File: src/slpc_pkg.sv
package slpc_pkg;

   // ----------------------------------------------------------------
   // register addresses (byte-wide registers on the serial port)
   // ----------------------------------------------------------------
   localparam logic [11:0] ADDR_LANE_SCRAMBLE   = 12'h453;
   localparam logic [11:0] ADDR_FRAME_OCTETS    = 12'h454;
   localparam logic [11:0] ADDR_MULTIFRAME_LEN  = 12'h455;
   localparam logic [11:0] ADDR_CONVERTER_COUNT = 12'h456;
   localparam logic [11:0] ADDR_RESOLUTION      = 12'h457;
   localparam logic [11:0] ADDR_SUBCLASS_WIDTH  = 12'h458;
   localparam logic [11:0] ADDR_VERSION_SAMPLES = 12'h459;
   localparam logic [11:0] ADDR_DENSITY_CTRL    = 12'h45a;
   localparam logic [11:0] ADDR_DESKEW_MASK     = 12'h46c;
   localparam logic [11:0] ADDR_FRAME_DIRECT    = 12'h476;
   localparam logic [11:0] ADDR_LANE_ENABLE     = 12'h47d;
   localparam logic [11:0] ADDR_CFG_STATUS      = 12'h030;

   // ----------------------------------------------------------------
   // field positions
   // ----------------------------------------------------------------
   localparam int SCRAMBLE_BIT   = 7;
   localparam int HD_BIT         = 7;
   localparam int COUNT_MSB      = 4;
   localparam int SUBCLASS_LSB   = 5;
   localparam int UNSUPP_BIT     = 3;

   // ----------------------------------------------------------------
   // reset values (all configuration clears to zero)
   // ----------------------------------------------------------------
   localparam logic [7:0] REG_RESET = 8'h00;
   localparam logic [7:0] RD_ZERO   = 8'h00;

   // supported lanes-minus-one codes (one, two, four and eight lanes)
   localparam logic [4:0] LM1_1 = 5'h00;
   localparam logic [4:0] LM1_2 = 5'h01;
   localparam logic [4:0] LM1_4 = 5'h03;
   localparam logic [4:0] LM1_8 = 5'h07;

   // decoded link parameters handed to the deframer
   typedef struct packed {
      logic       descramble_en;
      logic [4:0] lanes_m1;
      logic [7:0] octets_m1;
      logic [4:0] frames_m1;
      logic [7:0] conv_m1;
      logic [2:0] subclass;
      logic [4:0] samples_m1;
      logic       high_density;
      logic [7:0] deskew_mask;
      logic [7:0] octets_direct;
      logic [7:0] lane_enable;
   } slpc_link_cfg_t;

   // serial-port register access
   typedef struct packed {
      logic        wr;
      logic        rd;
      logic [11:0] addr;
      logic [7:0]  wdata;
   } slpc_reg_req_t;

endpackage

File: src/slpc_regs.sv
`timescale 1ns/100ps
// --------------------------------------------------------------------
// Notes on behaviour
// bit 7 of lane/scramble register enables descrambling of received link.
// low five bits of lane/scramble register hold lanes per link minus one.
// octets-per-frame register holds frame length minus one.
// low five bits of multiframe register hold frames per multiframe minus one.
// converter-count register holds converters per link minus one.
// software always writes control bits per sample as zero.
// software always writes resolution field as 0x0f for 16 bits.
// top three bits of subclass register select link subclass.
// software writes bits-per-sample field as 0xf, sixteen bits.
// software writes version field 0x1 for this link standard.
// low five bits of version register hold samples per frame minus one.
// bit 7 of density register selects high-density format.
// software always writes control words per frame as zero.
// each deskew mask bit requests deskew of its lane.
// second octets register holds frame length itself, not minus one.
// each lane enable bit enables capture on its lane.
// two-lane four-octet mode: four converters, one sample, no HD.
// four-lane one-octet mode: two converters, one sample, HD, 32 frames.
// software sets deskew bits first, then enable bits.
// in dual-link use the second link mirrors the first.
// status bit rises on an unsupported lane/converter/octet/sample mix.
// --------------------------------------------------------------------
module slpc_regs (
   input  wire logic                    mclk,
   input  wire logic                    rst_n,
   input  wire slpc_pkg::slpc_reg_req_t req,
   output logic [7:0]                   rdata,
   output logic                         rvalid,
   output slpc_pkg::slpc_link_cfg_t     link_cfg,
   output logic                         cfg_unsupported
);

   // --------------------------------------------------------------------
   // register storage
   // --------------------------------------------------------------------
   logic [7:0] lane_scramble_cfg_q,    lane_scramble_cfg_d;
   logic [7:0] frame_octets_cfg_q,     frame_octets_cfg_d;
   logic [7:0] multiframe_len_cfg_q,   multiframe_len_cfg_d;
   logic [7:0] converter_count_cfg_q,  converter_count_cfg_d;
   logic [7:0] resolution_cfg_q,       resolution_cfg_d;
   logic [7:0] subclass_width_cfg_q,   subclass_width_cfg_d;
   logic [7:0] version_samples_cfg_q,  version_samples_cfg_d;
   logic [7:0] density_ctrlword_cfg_q, density_ctrlword_cfg_d;
   logic [7:0] lane_deskew_mask_q,     lane_deskew_mask_d;
   logic [7:0] frame_octets_direct_q,  frame_octets_direct_d;
   logic [7:0] lane_enable_mask_q,     lane_enable_mask_d;

   // --------------------------------------------------------------------
   // read port and decoded outputs
   // --------------------------------------------------------------------
   logic [7:0]                 rdata_q,    rdata_d;
   logic                       rvalid_q,   rvalid_d;
   logic                       unsupp_q,   unsupp_d;
   slpc_pkg::slpc_link_cfg_t   cfg_q,      cfg_d;

   // --------------------------------------------------------------------
   // mode check
   // --------------------------------------------------------------------
   // checks whether the lane, converter, octet and sample counts form a
   // combination the deframer can map; anything else is flagged.
   // all four inputs are the stored minus-one codes, so the table below
   // compares codes directly and needs no adders.
   // the multiframe length, density bit and fixed fields do not take part:
   // a wrong value there is a software fault that this flag cannot see.
   function automatic logic mode_supported(input logic [4:0] l_m1,
                                           input logic [7:0] m_m1,
                                           input logic [7:0] f_m1,
                                           input logic [4:0] s_m1);
      logic ok;
      ok = 1'b0;
      case (l_m1)
         // eight lanes: four converters, one or two octets
         slpc_pkg::LM1_8: begin
            ok = (m_m1 == 8'h03) &&
                 ((f_m1 == 8'h00 && s_m1 == 5'h00) ||
                  (f_m1 == 8'h01 && s_m1 == 5'h01));
         end
         // four lanes: four converters at two octets, or two converters
         // at one octet (one sample) or two octets (two samples)
         slpc_pkg::LM1_4: begin
            ok = (m_m1 == 8'h03 && f_m1 == 8'h01 && s_m1 == 5'h00) ||
                 (m_m1 == 8'h01 && f_m1 == 8'h00 && s_m1 == 5'h00) ||
                 (m_m1 == 8'h01 && f_m1 == 8'h01 && s_m1 == 5'h01);
         end
         // two lanes: four converters at four octets, two converters at
         // two octets, one converter at one octet; always one sample
         slpc_pkg::LM1_2: begin
            ok = (m_m1 == 8'h03 && f_m1 == 8'h03 && s_m1 == 5'h00) ||
                 (m_m1 == 8'h01 && f_m1 == 8'h01 && s_m1 == 5'h00) ||
                 (m_m1 == 8'h00 && f_m1 == 8'h00 && s_m1 == 5'h00);
         end
         // one lane: two converters at four octets or one converter at
         // two octets; always one sample
         slpc_pkg::LM1_1: begin
            ok = (s_m1 == 5'h00) &&
                 ((m_m1 == 8'h01 && f_m1 == 8'h03) ||
                  (m_m1 == 8'h00 && f_m1 == 8'h01));
         end
         // any other lane count is not mapped at all
         default: begin
            ok = 1'b0;
         end
      endcase
      return ok;
   endfunction

   // --------------------------------------------------------------------
   // register writes; every field is stored as written so readback is
   // exact, fixed fields are software's responsibility
   // --------------------------------------------------------------------
   // unmapped addresses fall through every branch and change nothing;
   // the status byte is read-only, so a write aimed at it is dropped too.
   // masking the fixed fields here would hide a software slip from the
   // readback, so nothing is forced; the trade is one more rule on the host.
   always_comb begin
      lane_scramble_cfg_d    = lane_scramble_cfg_q;
      frame_octets_cfg_d     = frame_octets_cfg_q;
      multiframe_len_cfg_d   = multiframe_len_cfg_q;
      converter_count_cfg_d  = converter_count_cfg_q;
      resolution_cfg_d       = resolution_cfg_q;
      subclass_width_cfg_d   = subclass_width_cfg_q;
      version_samples_cfg_d  = version_samples_cfg_q;
      density_ctrlword_cfg_d = density_ctrlword_cfg_q;
      lane_deskew_mask_d     = lane_deskew_mask_q;
      frame_octets_direct_d  = frame_octets_direct_q;
      lane_enable_mask_d     = lane_enable_mask_q;
      if (req.wr) begin
         if (req.addr == slpc_pkg::ADDR_LANE_SCRAMBLE) begin
            lane_scramble_cfg_d = req.wdata;
         end else if (req.addr == slpc_pkg::ADDR_FRAME_OCTETS) begin
            frame_octets_cfg_d = req.wdata;
         end else if (req.addr == slpc_pkg::ADDR_MULTIFRAME_LEN) begin
            multiframe_len_cfg_d = req.wdata;
         end else if (req.addr == slpc_pkg::ADDR_CONVERTER_COUNT) begin
            converter_count_cfg_d = req.wdata;
         end else if (req.addr == slpc_pkg::ADDR_RESOLUTION) begin
            resolution_cfg_d = req.wdata;
         end else if (req.addr == slpc_pkg::ADDR_SUBCLASS_WIDTH) begin
            subclass_width_cfg_d = req.wdata;
         end else if (req.addr == slpc_pkg::ADDR_VERSION_SAMPLES) begin
            version_samples_cfg_d = req.wdata;
         end else if (req.addr == slpc_pkg::ADDR_DENSITY_CTRL) begin
            density_ctrlword_cfg_d = req.wdata;
         end else if (req.addr == slpc_pkg::ADDR_DESKEW_MASK) begin
            lane_deskew_mask_d = req.wdata;
         end else if (req.addr == slpc_pkg::ADDR_FRAME_DIRECT) begin
            frame_octets_direct_d = req.wdata;
         end else if (req.addr == slpc_pkg::ADDR_LANE_ENABLE) begin
            lane_enable_mask_d = req.wdata;
         end
      end
   end

   // storage for the eleven byte registers; no value is given for them
   // after reset, so all clear to zero, which is an unmapped mode and
   // leaves the status bit raised until a full mode is programmed
   always_ff @(posedge mclk or negedge rst_n) begin
      if (!rst_n) begin
         lane_scramble_cfg_q    <= slpc_pkg::REG_RESET;
         frame_octets_cfg_q     <= slpc_pkg::REG_RESET;
         multiframe_len_cfg_q   <= slpc_pkg::REG_RESET;
         converter_count_cfg_q  <= slpc_pkg::REG_RESET;
         resolution_cfg_q       <= slpc_pkg::REG_RESET;
         subclass_width_cfg_q   <= slpc_pkg::REG_RESET;
         version_samples_cfg_q  <= slpc_pkg::REG_RESET;
         density_ctrlword_cfg_q <= slpc_pkg::REG_RESET;
         lane_deskew_mask_q     <= slpc_pkg::REG_RESET;
         frame_octets_direct_q  <= slpc_pkg::REG_RESET;
         lane_enable_mask_q     <= slpc_pkg::REG_RESET;
      end else begin
         lane_scramble_cfg_q    <= lane_scramble_cfg_d;
         frame_octets_cfg_q     <= frame_octets_cfg_d;
         multiframe_len_cfg_q   <= multiframe_len_cfg_d;
         converter_count_cfg_q  <= converter_count_cfg_d;
         resolution_cfg_q       <= resolution_cfg_d;
         subclass_width_cfg_q   <= subclass_width_cfg_d;
         version_samples_cfg_q  <= version_samples_cfg_d;
         density_ctrlword_cfg_q <= density_ctrlword_cfg_d;
         lane_deskew_mask_q     <= lane_deskew_mask_d;
         frame_octets_direct_q  <= frame_octets_direct_d;
         lane_enable_mask_q     <= lane_enable_mask_d;
      end
   end

   // --------------------------------------------------------------------
   // field decode, mode check and readback
   // --------------------------------------------------------------------
   // decode works from the _d values so the outputs track a write one
   // cycle later, same as the stored register itself.
   // decoding from the _q values instead would add a cycle of lag between
   // the stored byte and the deframer's view of it; the wider cone of logic
   // in front of cfg_q is cheap at this size.
   always_comb begin
      cfg_d.descramble_en = lane_scramble_cfg_d[slpc_pkg::SCRAMBLE_BIT];
      cfg_d.lanes_m1      = lane_scramble_cfg_d[slpc_pkg::COUNT_MSB:0];
      cfg_d.octets_m1     = frame_octets_cfg_d;
      cfg_d.frames_m1     = multiframe_len_cfg_d[slpc_pkg::COUNT_MSB:0];
      cfg_d.conv_m1       = converter_count_cfg_d;
      cfg_d.subclass      = subclass_width_cfg_d[7:slpc_pkg::SUBCLASS_LSB];
      cfg_d.samples_m1    = version_samples_cfg_d[slpc_pkg::COUNT_MSB:0];
      cfg_d.high_density  = density_ctrlword_cfg_d[slpc_pkg::HD_BIT];
      cfg_d.deskew_mask   = lane_deskew_mask_d;
      cfg_d.octets_direct = frame_octets_direct_d;
      cfg_d.lane_enable   = lane_enable_mask_d;
      // flag the combination; tables for two- and four-lane modes included
      unsupp_d = !mode_supported(cfg_d.lanes_m1, cfg_d.conv_m1,
                                 cfg_d.octets_m1, cfg_d.samples_m1);
      // readback: a read in the same cycle as a write sees the old byte,
      // because it selects the _q values; unmapped reads return zero
      rvalid_d = req.rd;
      rdata_d  = slpc_pkg::RD_ZERO;
      if (req.rd) begin
         if (req.addr == slpc_pkg::ADDR_LANE_SCRAMBLE) begin
            rdata_d = lane_scramble_cfg_q;
         end else if (req.addr == slpc_pkg::ADDR_FRAME_OCTETS) begin
            rdata_d = frame_octets_cfg_q;
         end else if (req.addr == slpc_pkg::ADDR_MULTIFRAME_LEN) begin
            rdata_d = multiframe_len_cfg_q;
         end else if (req.addr == slpc_pkg::ADDR_CONVERTER_COUNT) begin
            rdata_d = converter_count_cfg_q;
         end else if (req.addr == slpc_pkg::ADDR_RESOLUTION) begin
            rdata_d = resolution_cfg_q;
         end else if (req.addr == slpc_pkg::ADDR_SUBCLASS_WIDTH) begin
            rdata_d = subclass_width_cfg_q;
         end else if (req.addr == slpc_pkg::ADDR_VERSION_SAMPLES) begin
            rdata_d = version_samples_cfg_q;
         end else if (req.addr == slpc_pkg::ADDR_DENSITY_CTRL) begin
            rdata_d = density_ctrlword_cfg_q;
         end else if (req.addr == slpc_pkg::ADDR_DESKEW_MASK) begin
            rdata_d = lane_deskew_mask_q;
         end else if (req.addr == slpc_pkg::ADDR_FRAME_DIRECT) begin
            rdata_d = frame_octets_direct_q;
         end else if (req.addr == slpc_pkg::ADDR_LANE_ENABLE) begin
            rdata_d = lane_enable_mask_q;
         end else if (req.addr == slpc_pkg::ADDR_CFG_STATUS) begin
            rdata_d = slpc_pkg::RD_ZERO;
            rdata_d[slpc_pkg::UNSUPP_BIT] = unsupp_q;
         end
      end
   end

   // output flip-flops; every output of the block comes from here, so the
   // deframer never sees a glitch from the decode or the mode table
   always_ff @(posedge mclk or negedge rst_n) begin
      if (!rst_n) begin
         cfg_q    <= '0;
         unsupp_q <= 1'b1;      // all-zero reset value is not a mapped mode
         rdata_q  <= slpc_pkg::RD_ZERO;
         rvalid_q <= 1'b0;
      end else begin
         cfg_q    <= cfg_d;
         unsupp_q <= unsupp_d;
         rdata_q  <= rdata_d;
         rvalid_q <= rvalid_d;
      end
   end

   // --------------------------------------------------------------------
   // outputs
   // --------------------------------------------------------------------
   // lane deskew/enable ordering is left to software; hardware applies
   // each mask as soon as it is written.
   // limitation: enabling a lane before its deskew bit is set is not
   // refused here; the deframer then captures an unaligned lane.
   // only one link is held: a second link, where used, is a copy of
   // these registers kept by the host, not by this block.
   assign link_cfg        = cfg_q;
   assign cfg_unsupported = unsupp_q;
   assign rdata           = rdata_q;
   assign rvalid          = rvalid_q;

endmodule

File: config.mk
export PLATFORM = sky130hd
export DESIGN_NAME = slpc_regs
export DESIGN_NICKNAME = d
export VERILOG_FILES = /design/src/slpc_pkg.sv /design/src/slpc_regs.sv
export SDC_FILE = /design/constraint.sdc
export NUM_CORES = 1
export LEC_CHECK = 0
export ABC_CLOCK_PERIOD_IN_PS = 5400
export BUFFER_PORTS_ARGS = -buffer_cell sky130_fd_sc_hd__buf_4
export CORE_ASPECT_RATIO = 1.25
export CORE_MARGIN = 5
export CORE_UTILIZATION = 25
export DETAILED_ROUTE_END_ITERATION = 8
export REMOVE_ABC_BUFFERS = 1
export SYNTH_ARGS = -nofsm -noshare
export SYNTH_HDL_FRONTEND = slang
export SYNTH_SLANG_ARGS = --single-unit
File: constraint.sdc
create_clock -name mclk -period 5.4 [get_ports mclk]
set_input_delay 1.08 -clock mclk [delete_from_list [all_inputs] [get_ports mclk]]
set_output_delay 1.08 -clock mclk [all_outputs]
set_load 0.05 [all_outputs]
==> impl_metrics.toml, run 1 <==
[pwr]
p_clk_share_pct = 43.9
leakagePower_nw = 3.06
p_per_area_nw_per_um2 = 239
combPwrFrac_pct = 6.4
seqPwrFrac_pct = 49.7
power.net_switching_w = 0.000354
peakVddDrop_mv = 0.140
power.internal_w = 0.00114
p_sw_share_pct = 23.7

[critical_path]
critPathMaxFanout = 14
cp.required_ns = 5.67
start_kind = "input port"
arrival_ns = 4.33
endpoint_kind = "register"
critPathKind = "input port to register"
rrSetupSlack_ns = 3.24

[synth]
syn_inst = 504
yosysTopAreaCellShare_pct = 47.6
yosysMostFrequentCell = "dfrtp_1"
synth-seq-cells = 98
synth_flop_cell = "dfrtp_1"
synthArstFlopShare_pct = 100
synth_warnings = 0
synthDistinctLibCells = 58
synthTopCellsByArea = "dfrtp_1 (48%), mux2_2 (15%), nand2_1 (5.2%)"
synth_top_area_cell = "dfrtp_1"
synth_common_cells = "dfrtp_1 (97), nand2_1 (71), mux2_2 (66), nor2_1 (35), a21oi_1 (31)"
synth-edff-count = 0
yosysSeqAreaShare_pct = 48.1
netlist_area_sq_um = 5100
syn_avg_cell_area_sq_um = 10.1

[timing]
setup_tns_ns = 0
period_share_pct = 75.2
setup_ws_ns = 1.34
worstMarginPinSlew_ns = 1.21
skew_ns = 0.00903
post-route-min-period_ns = 4.06
grt_setup_unrepaired = "false"
hold_viol_final = 0
fmax_mhz = 246
slew-limit-headroom_pct = 18.4
drv_slew = 0
setup_violations = 0

[global_routing]
grt_pass1_vias = 4352
grt_pass1_wl_mm = 25.9
grt_max_degree = 71
track_usage_pct = 14.5
grt-ovfl-total = 0
antenna_found_initial = 0

[route]
vias_per_cell = 4.95
wl_per_cell_um = 19.8
drtIter0Drc = 311
dr_total_vias = 4177
remaining_drc_errors = 0
ant_nets = 0
wl_mm = 16.7
first_pass_iters = 7

[run_status]
status = "finished clean"

[layout]
area_growth_pct = 22.1
diodes = 0
fin_nets = 592
drive_gt1_share_pct = 33.9

[floorplanning]
coreArea_sq_um = 20100
die_h_um = 170
core.rowCount = 58
boundaryPins = 94
die_w_um = 138
die-area_sq_um = 23400
start_util_pct = 25.4

[place]
hpwl_mm = 12.5
io_buffers = 93
gp_congestion = 0.894
place_ws_ns = 1.02

[clock_network]
cts_setup_buffers = 0
cts_resized = 0
clk_latency_ns = 0.34
cts_buffers = 9
cts_tree = "yes"
cts_sinks = 98
h-tree-depth = 3
cts_hold_buf = 0
cts_root_buf = "clkbuf_16"
path_clk_slew_ns = 0.07
cts_buffer_depth = 2

[run]
maxCapViolCount = 0

[hold_path]
hp-class = "register to register"
-- critical path, stage by stage --
cell and delay (ns):
buf_4 0.12, or4b_1 0.74, nor3b_2 0.63, nand2_1 0.58, mux2i_1 0.43, xor2_1 0.11, nor3_1 0.23, nor2_1 0.06
o32a_1 0.35
-- flip-flops by register name, summed over array words and instances, names as in the netlist --
| name | cells |
|---|---|
| cfg_unsupported | 1 |
| density_ctrlword_cfg_q | 8 |
| lane_scramble_cfg_q | 4 |
| link_cfg | 44 |
| multiframe_len_cfg_q | 8 |
| rdata | 8 |
| resolution_cfg_q | 8 |
| rvalid | 1 |
| subclass_width_cfg_q | 8 |
| version_samples_cfg_q | 8 |
-- per-layer routing --
layer | wire [um] | GRT usage [%]
met5 | 0 | 0
met4 | 651 | 6.49
met1 | 6800 | 17.7
met3 | 803 | 2.76
met2 | 8430 | 24.8
-- final cells by class --
class	count	area, sq um
Fill cell	2093	13900
Sequential cell	98	2450
Multi-Input combinational cell	352	2360
Timing Repair Buffer	97	728
Tap cell	270	338
Clock buffer	10	239
Clock inverter	6	66.3
Inverter	10	37.5
-- metrics by stage --
step / total power (W) / hold WS (ns) / area [sq um] / std cells / utilization (%)
4_1_cts: 0.00150 / 0.471 / 6230 / 843 / 31.0
6_report: 0.00149 / 0.471 / 6230 / 843 / 31.0
3_3_place_gp: 0.000850 / 0.449 / 5920 / 827 / 29.5
2_1_floorplan: 0.000785 / 0.439 / 4860 / 460 / -
3_5_place_dp: 0.000850 / 0.457 / 5920 / 827 / 29.5
5_1_grt: 0.00154 / 0.497 / 6230 / 843 / 31.0
-- power by group through the flow --
stage / sequential (W) / combinational, W / clock, W
after floorplan: 0.000762 / 0.0000223 / 0
after global placement: 0.000754 / 0.0000954 / 0
after detailed placement: 0.000754 / 0.0000955 / 0
after CTS: 0.000740 / 0.0000957 / 0.000665
after global routing: 0.000740 / 0.000104 / 0.000691
final: 0.000740 / 0.0000955 / 0.000654
-- path summary, 6_finish.rpt --
path	to	cells after the start	startpoint
hold reg to reg	version_samples_cfg_q[7]	2	version_samples_cfg_q[7]
hold / removal	version_samples_cfg_q[7]	2	version_samples_cfg_q[7]
setup reg to reg	cfg_unsupported	7	link_cfg[53]
setup / recovery	cfg_unsupported	9	req[17]
max in group asynchronous	cfg_unsupported	2	rst_n
min in group asynchronous	link_cfg[1]	1	rst_n
-- kinds of logic after synthesis --
logic type / synth area share [%]
xor gates and xnor gates: 0.859
AOI/OAI and AO/OA: 13.3
muxes: 16.1
DFF: 48.1
buffers and inverters: 5.54
and+or+nand+nor: 16.1
-- layout by cell type, fill, tap and decap left out, types with 9 or more instances in the layout --
master	count
dfrtp_1	97
buf_4	97
nand2_1	71
mux2_2	66
nor2_1	35
a21oi_1	31
o21ai_0	27
nor3_1	15
inv_1	10
nand2b_1	9
nor4_1	9
o221ai_1	9
clkbuf_16	9
No activity file was read; power rests on OpenSTA's default activity.
==> inputs of run 2 (changes only) <==
ABC_AREA = 1   (was default)
ABC_CLOCK_PERIOD_IN_PS = 3400   (was 5400)
clock period = 3.4 ns   (was 5.4 ns; I/O delays follow)
==> run 2 against run 1 <==
Against the previous run:
- clock power is 50% higher
- cell area grew 2.8%
- worst hold slack lost 0.13 ns
- global-route usage shrank 0.074 points
- total power increased by 55%
- clock skew is 0.0011 ns lower
- sequential share of layout area shrank 1.1 points
- wire length rose by 5.4%
- non-clock buffer count is 5 higher
- utilization decreased by 0.24 points
- largest cell class unchanged
==> impl_metrics.toml, run 2 <==
[global_routing]
antenna_found_initial = 0
grt_pass1_vias = 4678
grt-ovfl-total = 0
grt_pass1_wl_mm = 26.9
grt_max_degree = 47
track_usage_pct = 14.5

[timing]
slew-limit-headroom_pct = 53.2
post-route-min-period_ns = 2.66
skew_ns = 0.00791
setup_tns_ns = 0
fmax_mhz = 376
drv_slew = 0
setup_violations = 0
period_share_pct = 78.2
grt_setup_unrepaired = "false"
hold_viol_final = 0
worstMarginPinSlew_ns = 0.701

[run_status]
status = "finished clean"

[place]
dp_cells = 1015
io_buffers = 93
hpwl_mm = 13.5
place_area_sq_um = 6120
gp_congestion = 0.862

[clock_network]
cts_sinks = 98
h-tree-depth = 3
cts_hold_buf = 0
cts_root_buf = "clkbuf_16"
cts_buffers = 9
clk_latency_ns = 0.36
cts_setup_buffers = 0
cts_buffer_depth = 2
path_clk_slew_ns = 0.07
cts_resized = 0
cts_tree = "yes"

[layout]
fillerInstances = 2260
largest_reg_flops = 44
instances_no_fill = 1031
final_cell_mix = "nand2_1 (192), buf_4 (102), dfrtp_1 (97), o21ai_0 (68), nor2_1 (58)"
diodes = 0
drive_gt1_share_pct = 21.1
final_common_cell = "nand2_1"
area_growth_pct = 21.4
design_area_sq_um = 6400
fin_nets = 776

[pwr]
power_w = 0.00231
peakVddDrop_mv = 0.278
p_per_area_nw_per_um2 = 361
leakagePower_nw = 3.12

[floorplanning]
die-area_sq_um = 24100
coreArea_sq_um = 20800
die_h_um = 172
die_w_um = 140
boundaryPins = 94
core.rowCount = 59
start_util_pct = 25.3

[route]
drtIter0Drc = 445
wl_mm = 17.6
ant_nets = 0
vias_per_cell = 4.79
remaining_drc_errors = 0
wl_per_cell_um = 17.1
first_pass_iters = 5
dr_total_vias = 4943

[run]
maxCapViolCount = 0

[synth]
synthTopCellsByArea = "dfrtp_1 (46%), nand2_1 (14%), o21ai_0 (6.5%)"
yosysTopAreaCellShare_pct = 46.0
netlist_area_sq_um = 5270
synthDistinctLibCells = 39
synth_flop_cell = "dfrtp_1"
synth-edff-count = 0
synth_common_cells = "nand2_1 (192), dfrtp_1 (97), o21ai_0 (68), nor2_1 (58), inv_1 (52)"
syn_avg_cell_area_sq_um = 7.79
syn_inst = 677
yosysSeqAreaShare_pct = 46.5
yosysMostFrequentCell = "nand2_1"
synthArstFlopShare_pct = 100
synth-seq-cells = 98
synth_warnings = 0
synth_top_area_cell = "dfrtp_1"

[critical_path]
critPathKind = "input port to register"
endpoint_kind = "register"
start_kind = "input port"
critPathMaxFanout = 17
arrival_ns = 2.88
cp.required_ns = 3.62

[hold_path]
hp-class = "input port to async pin"
-- run 2: cell count changes after synthesis, moves of 7 or more --
cell	change
nand2_1	+121
mux2_2	-66
inv_1	+42
o21ai_0	+41
nand3_1	+37
nor2_1	+23
clkbuf_1	-13
nand2b_1	-9
nand2_2	+8
nor4_1	-8
nor2_2	+7
-- run 2: worst paths after layout --
kind | startpoint | to | slack, ns | cells past startpoint
min in group mclk | lane_scramble_cfg_q[6] | lane_scramble_cfg_q[6] | 0.49 | 2
worst min-delay path | rst_n | density_ctrlword_cfg_q[1] | 0.34 | 1
worst max register to register | link_cfg[40] | cfg_unsupported | 1.70 | 11
max in group asynchronous | rst_n | link_cfg[50] | 2.36 | 2
worst min register to register | lane_scramble_cfg_q[6] | lane_scramble_cfg_q[6] | 0.49 | 2
worst max-delay path | req[15] | rdata[1] | 0.74 | 13
-- run 2: kinds of logic (layout without fill, tap and decap cells) --
| logic type | after synthesis | after routing | share of synthesized area, % |
|---|---|---|---|
| buffers and inverters | 99 | 179 | 9.26 |
| AO/OA/AOI/OAI | 132 | 132 | 14.3 |
| flip-flops | 98 | 98 | 46.5 |
| AND/OR/NAND/NOR | 348 | 348 | 29.9 |
-- run 2: stage by stage --
step / util (%) / setup slack, ns / hold WS (ns)
floorplan: - / 0.957 / 0.384
global placement: 29.4 / 0.482 / 0.461
detailed placement: 29.4 / 0.444 / 0.473
CTS: 30.7 / 0.810 / 0.359
global route: 30.7 / 0.530 / 0.390
finish: 30.7 / 0.741 / 0.341
-- run 2: cell type report --
class | count | area (sq um) | area share [%]
Clock buffer | 9 | 225 | 3.52
Clock inverter | 7 | 52.6 | 0.821
Tap cell | 274 | 343 | 5.36
Sequential cell | 98 | 2450 | 38.3
Timing Repair Buffer | 102 | 766 | 12.0
Multi-Input combinational cell | 480 | 2330 | 36.4
Inverter | 61 | 230 | 3.60
-- run 2: critical path, cell delays in order --
cell,delay (ns)
buf_4,0.12
inv_1,0.04
nand2_1,0.07
nor2_4,0.24
nand2_1,0.33
nor2_2,0.65
nor2_1,0.11
o211ai_1,0.13
nand2_1,0.12
nand2_1,0.08
nand2_1,0.06
o221ai_1,0.13
a21oi_1,0.11
-- run 2: report_power, final --
part / internal [W] / switching (W) / leakage, nW
combinational: 0.0000410 / 0.000117 / 1.69
clock: 0.000500 / 0.000478 / 0.124
sequential: 0.00117 / 0.00000588 / 1.31
-- run 2: metal layers --
metal / track usage, % / vias up / wire length, um
met3: 2.90 / 23 / 1030
met5: 0 / - / 0
li1: - / 2373 / -
met2: 24.6 / 176 / 8710
met4: 4.30 / 0 / 299
met1: 18.7 / 2371 / 7550
